--- src/pkg/dac_update_pkg.sv ---
package dac_update_pkg;
  localparam int NUM_CH = 4;
  localparam int CODE_W = 10;
  localparam int ADDR_W = 8;
  // Register byte offsets
  localparam logic [7:0] OFS_CODE0 = 8'h00;
  localparam logic [7:0] OFS_CLRV0 = 8'h10;
  localparam logic [7:0] OFS_CONFIG = 8'h20;
  localparam logic [7:0] OFS_SYNC = 8'h24;
  localparam logic [7:0] OFS_CLEAR = 8'h28;
  localparam logic [7:0] OFS_POWER = 8'h2C;
  localparam logic [7:0] OFS_RESET = 8'h30;
  localparam logic [7:0] OFS_PEND = 8'h34;
  // Field positions and values
  localparam int LOAD_BIT = 11;
  localparam int POWER_DAC_LSB = 0;
  localparam logic [15:0] SOFT_RESET_CODE = 16'h6600;
  localparam logic [CODE_W-1:0] CODE_RST = 10'h000;
  localparam logic [CODE_W-1:0] CLRV_RST = 10'h000;
  localparam logic [NUM_CH-1:0] SYNC_RST = 4'h0;
  localparam logic [NUM_CH-1:0] CLEAR_RST = 4'h0;
  localparam logic [NUM_CH-1:0] POWER_RST = 4'h0;
endpackage

--- src/pkg/dac_chan_if.sv ---
`timescale 1ns/10ps
interface dac_chan_if;
  import dac_update_pkg::*;
  logic wr_code;
  logic load_evt;
  logic sync_sel;
  logic clear_on;
  logic soft_rst;
  logic [CODE_W-1:0] wdata;
  logic [CODE_W-1:0] clr_val;
  logic [CODE_W-1:0] latch_val;
  logic [CODE_W-1:0] out_val;
  logic pending;
  modport ctrl (output wr_code, load_evt, sync_sel, clear_on, soft_rst,
    wdata, clr_val, input latch_val, out_val, pending);
  modport chan (input wr_code, load_evt, sync_sel, clear_on, soft_rst,
    wdata, clr_val, output latch_val, out_val, pending);
endinterface

--- src/design/dac_double_buffer_update.sv ---
`timescale 1ns/10ps
module dac_double_buffer_update
  import dac_update_pkg::*;
(
  input wire logic pclk,
  input wire logic presetn,
  input wire logic psel,
  input wire logic penable,
  input wire logic pwrite,
  input wire logic [ADDR_W-1:0] paddr,
  input wire logic [31:0] pwdata,
  output logic [31:0] prdata,
  output logic pready,
  output logic pslverr,
  output logic [NUM_CH*CODE_W-1:0] channel_analog_out,
  output logic [NUM_CH-1:0] channel_out_en,
  output logic [NUM_CH-1:0] channel_pulldown
);
  logic [NUM_CH-1:0] sync_r;
  logic [NUM_CH-1:0] clear_r;
  logic [NUM_CH-1:0] power_r;
  logic [CODE_W-1:0] clrv_r [NUM_CH];
  logic load_r;
  logic soft_rst_r;
  logic [31:0] prdata_nxt;
  logic [NUM_CH*CODE_W-1:0] out_nxt;
  logic [NUM_CH-1:0] pend_vec;
  logic [CODE_W-1:0] latch_vec [NUM_CH];
  logic [NUM_CH-1:0] code_hit;
  logic [NUM_CH-1:0] clrv_hit;

  wire access = psel && penable;
  wire wr_acc = access && pwrite;
  wire hit_config = paddr == OFS_CONFIG;
  wire hit_sync = paddr == OFS_SYNC;
  wire hit_clear = paddr == OFS_CLEAR;
  wire hit_power = paddr == OFS_POWER;
  wire hit_reset = paddr == OFS_RESET;
  wire hit_pend = paddr == OFS_PEND;
  wire any_hit = (|code_hit) || (|clrv_hit) || hit_config || hit_sync ||
    hit_clear || hit_power || hit_reset || hit_pend;
  wire load_req = wr_acc && hit_config && pwdata[LOAD_BIT];
  wire soft_req = wr_acc && hit_reset &&
    (pwdata[15:0] == SOFT_RESET_CODE);

  genvar g;
  generate
    for (g = 0; g < NUM_CH; g++) begin : g_ch
      dac_chan_if cif();
      assign code_hit[g] = paddr == OFS_CODE0 + ADDR_W'(4 * g);
      assign clrv_hit[g] = paddr == OFS_CLRV0 + ADDR_W'(4 * g);
      assign cif.wr_code = wr_acc && code_hit[g] && !soft_rst_r;
      assign cif.load_evt = load_r;
      assign cif.sync_sel = sync_r[g];
      assign cif.clear_on = clear_r[g];
      assign cif.soft_rst = soft_rst_r;
      assign cif.wdata = pwdata[CODE_W-1:0];
      assign cif.clr_val = clrv_r[g];
      assign latch_vec[g] = cif.latch_val;
      assign pend_vec[g] = cif.pending;
      assign out_nxt[g*CODE_W +: CODE_W] = cif.out_val;
      dac_channel u_ch (
        .pclk(pclk),
        .presetn(presetn),
        .ch(cif.chan)
      );
      always_ff @(posedge pclk or negedge presetn) begin
        if (!presetn) begin
          clrv_r[g] <= CLRV_RST;
        end else if (soft_rst_r) begin
          clrv_r[g] <= CLRV_RST;
        end else if (wr_acc && clrv_hit[g]) begin
          clrv_r[g] <= pwdata[CODE_W-1:0];
        end
      end
    end
  endgenerate

  always_comb begin
    prdata_nxt = 32'h0000_0000;
    for (int i = 0; i < NUM_CH; i++) begin
      if (code_hit[i]) begin
        prdata_nxt[CODE_W-1:0] = latch_vec[i];
      end
      if (clrv_hit[i]) begin
        prdata_nxt[CODE_W-1:0] = clrv_r[i];
      end
    end
    if (hit_sync) begin
      prdata_nxt[NUM_CH-1:0] = sync_r;
    end
    if (hit_clear) begin
      prdata_nxt[NUM_CH-1:0] = clear_r;
    end
    if (hit_power) begin
      prdata_nxt[POWER_DAC_LSB +: NUM_CH] = power_r;
    end
    if (hit_pend) begin
      prdata_nxt[NUM_CH-1:0] = pend_vec;
    end
  end

  // Control registers; load bit is held only as a one-cycle load_r pulse and reads zero
  always_ff @(posedge pclk or negedge presetn) begin
    if (!presetn) begin
      sync_r <= SYNC_RST;
      clear_r <= CLEAR_RST;
      power_r <= POWER_RST;
      load_r <= 1'b0;
      soft_rst_r <= 1'b0;
    end else if (soft_rst_r) begin
      sync_r <= SYNC_RST;
      clear_r <= CLEAR_RST;
      power_r <= POWER_RST;
      load_r <= 1'b0;
      soft_rst_r <= 1'b0;
    end else begin
      load_r <= load_req;
      soft_rst_r <= soft_req;
      if (wr_acc && hit_sync) begin
        sync_r <= pwdata[NUM_CH-1:0];
      end
      if (wr_acc && hit_clear) begin
        clear_r <= pwdata[NUM_CH-1:0];
      end
      if (wr_acc && hit_power) begin
        power_r <= pwdata[POWER_DAC_LSB +: NUM_CH];
      end
    end
  end

  // Bus answer and registered outputs
  always_ff @(posedge pclk or negedge presetn) begin
    if (!presetn) begin
      prdata <= 32'h0000_0000;
      pready <= 1'b0;
      pslverr <= 1'b0;
      channel_analog_out <= '0;
      channel_out_en <= '0;
      channel_pulldown <= '1;
    end else begin
      pready <= psel && !penable;
      pslverr <= psel && !penable && !any_hit;
      prdata <= (psel && !penable && !pwrite) ? prdata_nxt : 32'h0000_0000;
      channel_analog_out <= out_nxt;
      channel_out_en <= power_r;
      channel_pulldown <= ~power_r;
    end
  end
endmodule

--- src/design/dac_channel.sv ---
`timescale 1ns/10ps
module dac_channel
  import dac_update_pkg::*;
(
  input wire logic pclk,
  input wire logic presetn,
  dac_chan_if.chan ch
);
  logic [CODE_W-1:0] code_r;
  logic [CODE_W-1:0] latch_r;
  logic pend_r;
  wire take_load = ch.load_evt && ch.sync_sel && pend_r;
  wire async_wr = ch.wr_code && !ch.sync_sel;

  always_ff @(posedge pclk or negedge presetn) begin
    if (!presetn) begin
      code_r <= CODE_RST;
      latch_r <= CODE_RST;
      pend_r <= 1'b0;
    end else if (ch.soft_rst) begin
      code_r <= CODE_RST;
      latch_r <= CODE_RST;
      pend_r <= 1'b0;
    end else begin
      if (ch.wr_code) begin
        code_r <= ch.wdata;
      end
      if (async_wr) begin
        latch_r <= ch.wdata;
      end else if (take_load) begin
        latch_r <= code_r;
      end
      if (ch.wr_code && ch.sync_sel) begin
        pend_r <= 1'b1;
      end else if (take_load) begin
        pend_r <= 1'b0;
      end
    end
  end

  assign ch.latch_val = latch_r;
  assign ch.pending = pend_r;
  assign ch.out_val = ch.clear_on ? ch.clr_val : latch_r;
endmodule

--- config.mk ---
export PLATFORM = sky130hd
export DESIGN_NAME = dac_double_buffer_update
export DESIGN_NICKNAME = d
export VERILOG_FILES = /design/src/pkg/dac_update_pkg.sv /design/src/pkg/dac_chan_if.sv /design/src/design/dac_double_buffer_update.sv /design/src/design/dac_channel.sv
export SDC_FILE = /design/constraint.sdc
export NUM_CORES = 1
export LEC_CHECK = 0
export BUFFER_PORTS_ARGS = -buffer_cell sky130_fd_sc_hd__buf_2
export CAP_MARGIN = 15
export CORE_MARGIN = 3
export CORE_UTILIZATION = 48
export DETAILED_ROUTE_END_ITERATION = 8
export PLACE_DENSITY = 0.68
export SETUP_SLACK_MARGIN = 0.15
export SYNTH_ARGS = -nofsm -noshare
export SYNTH_HDL_FRONTEND = slang
export SYNTH_HIERARCHICAL = 1
export SYNTH_SLANG_ARGS = --single-unit
--- constraint.sdc ---
create_clock -name pclk -period 3.6 [get_ports pclk]
set_input_delay 0.18 -clock pclk [delete_from_list [all_inputs] [get_ports pclk]]
set_output_delay 0.18 -clock pclk [all_outputs]
set_load 0.01 [all_outputs]
==> metrics <==
cell row count=51; Setup TNS=0 ns; I/O pin count=127; Total Power=around 4.4 mW; global route overflow=0; post-synthesis cell count=around 890; top cell type's share of synthesized area=0.491; synth warn=6; Hold Path Class=primary input to register; via count=roughly 7,200; worst clock skew=0.0114 ns; Layout area overhead=11.2%; hold violation count in the final report=0; CP startpoint kind=register; EDFF count, synth=0; clk slew on worst S/H paths=0.07 ns; WL/cell=~23 um; CP Data Arrival Time=2.93 ns; Max Clk Rate=slightly below 400 MHz; Most used DFF post-synth=dfrtp_1; GRT Util Overall=0.259; Comb pwr share=0.058; initial core utilization=0.499; Leakage=5.51 nW; Core Area=19,800 um2; CTS Sinks=198; number of global-route vias before repair=7,207; Filler cells=approximately 1,700; Max VDD drop=0.000242 V; MaxCap Viol Count=0; distinct cell type count after synthesis=62; largest net degree at the start of global routing=115; Post-DP HPWL=about 19,000 um; Register Area=~5000 um2; endpoints failing setup=0; Final nets=992; drt first pass iters=5; first-pass GRT wire length=43,500 um; pre-CTS WS=0.928 ns; post-route antenna net violation count=0; Initial DRC Count=785; P_int=3.32 mW; Reg power frac=0.518; Clk Latency, worst-skew pair=0.43 ns; normalized max-slew margin=0.385; Avg Inst Size Synth=11.1 um2; DR vias/cell=5.91; CP endpoint kind=register; clock group share of total power=0.424; DRC=0; NetSw=1.05 mW; Multi-input gate area=4440 um2; P per Cell Area=slightly below 400 nW/um2; clk buf depth=2; CTS tree=done; Die Ht=150 um; DRT Wirelength=28,300 um; total CTS buffers=17; setup slack after layout=1.01 ns; Placed Cells=1,191; Setup Crit Path Kind=register to register; largest cells by area after synthesis=dfrtp_1 (49%), mux2i_1 (13%), o31ai_2 (5.1%), nor2_1 (3.5%), mux2_1 (3.2%); Post-synth ARST share=1.00; port bufs=~90; post_cts resized=0; initial antenna violation count=2; Die ar.=22,400 um2; Worst-Margin Slew=0.922 ns; DIE WIDTH=between 100 and 150 um; share of cells above drive strength 1=0.233; sequential cell area fraction in the yosys report=0.501; fin crit period=approximately 2.6 ns; Synth Cell Area=9900 um2; final max-slew violation count=0; largest area contributor in the synthesized netlist=dfrtp_1; outcome=complete, no violations; H-tree Lvls=4; RSZ-0062 raised after global routing=false; Util after Layout=0.554; fin crit share=0.720; Cell Count, Final, Fillers Out=1,226; Worst Path Max Fanout=21; GP Congestion=0.978; Synth Register Bits=198; Root Buffer Master=clkbuf_16; Sw Share=0.240; data required time of the worst path=3.94 ns
-- power by group through the flow --
stage          Sequential, mW  Clock, mW  Combinational, mW
2_1_floorplan            2.30          0              0.131
3_3_place_gp             2.30          0              0.250
3_5_place_dp             2.30          0              0.249
4_1_cts                  2.26       1.88              0.252
5_1_grt                  2.26       1.98              0.275
6_report                 2.26       1.85              0.253
-- path summary, 6_finish.rpt --
kind	slack, ns	cells past startpoint	end	start
hold reg to reg	0.43	0	channel_out_en[1]	power_r[1]
min in group asynchronous	0.43	2	channel_analog_out[1]	presetn
hold / removal	0.06	4	g_ch[0].cif.soft_rst	pwdata[12]
max in group asynchronous	2.40	3	g_ch[0].u_ch/code_r[6]	presetn
setup reg to reg	1.01	5	g_ch[2].u_ch/ch.latch_val[6]	g_ch[0].cif.soft_rst
setup / recovery	1.01	5	g_ch[2].u_ch/ch.latch_val[6]	g_ch[0].cif.soft_rst
-- stage by stage --
stage | area (um2) | hold slack (ns)
6_report | 11000 | 0.0593
3_3_place_gp | 10400 | 0.381
5_1_grt | 11000 | 0.0609
4_1_cts | 11000 | 0.0543
3_5_place_dp | 10400 | 0.377
2_1_floorplan | 9980 | -0.116
-- cells in the mapped netlist (all sizes together) (6+ instances only) --
library cell,count
mux2,42
a22oi,7
buf,60
nand2b,11
nand3,29
inv,15
o31ai,42
a21oi,32
dfrtp,194
nand4,43
nor3,10
mux2i,124
o21ai,25
o221ai,6
nor2,93
clkbuf,31
nand2,55
-- logic make-up (layout without fill, tap and decap cells) --
logic type	after synthesis	after routing	synth area share
buffers and inverters	106	156	0.0609
flip-flops	198	198	0.501
AND/OR/NAND/NOR	272	272	0.144
multiplexers	167	167	0.175
AO/OA/AOI/OAI	144	144	0.118
other	1	24	0.000379
-- repair_timing --
action / CTS / global route
setup buffers: 0 / 0
endpoints found under the hold margin: 109 / 0
hold buffers: 2 / 0
-- layout by cell type (no fill, tap or decap), drive strengths merged, types with 5 or more instances in the layout --
| master | n |
|---|---|
| dfrtp | 194 |
| mux2i | 124 |
| buf | 107 |
| nor2 | 93 |
| nand2 | 55 |
| nand4 | 43 |
| o31ai | 42 |
| mux2 | 42 |
| a21oi | 32 |
| nand3 | 29 |
| o21ai | 25 |
| conb | 22 |
| clkbuf | 22 |
| inv | 17 |
| nand2b | 11 |
| nor3 | 10 |
| a22oi | 7 |
| o221ai | 6 |
| clkinv | 5 |
-- metal layers --
layer | track usage | part of all wire | routed length [um]
met4 | 0.0924 | 0.027 | 764
met3 | 0.0412 | 0.053 | 1490
met5 | 0 | 0 | 0
met2 | 0.396 | 0.46 | 13100
met1 | 0.377 | 0.46 | 12900
-- registers in the layout, summed over array words and instances (netlist names) --
register,flops
power_r,4
prdata,10
g_ch.cif.load_evt,1
clear_r,4
pready,1
sync_r,4
g_ch.u_ch/code_r,40
channel_out_en,4
g_ch.u_ch/ch.latch_val,40
g_ch.cif.soft_rst,1
g_ch.cif.clr_val,40
channel_pulldown,4
g_ch.u_ch/ch.pending,4
pslverr,1
channel_analog_out,40
-- area by class of cell --
class / count / area share
Sequential cell: 198 / 0.451
Antenna cell: 2 / 0.000455
Tap cell: 265 / 0.0301
Clock inverter: 10 / 0.00864
Timing Repair Buffer: 110 / 0.0586
Multi-Input combinational cell: 605 / 0.403
Inverter: 15 / 0.00512
Clock buffer: 21 / 0.0428
-- worst max-delay path, cell delays in order (launching register included) --
cell and delay [ns]:
dfrtp_4 0.59, or4_1 0.64, nor4_2 0.42, nand2b_4 0.29, and3_4 0.34, o31ai_2 0.22
Power figures use the tool's default switching activity.
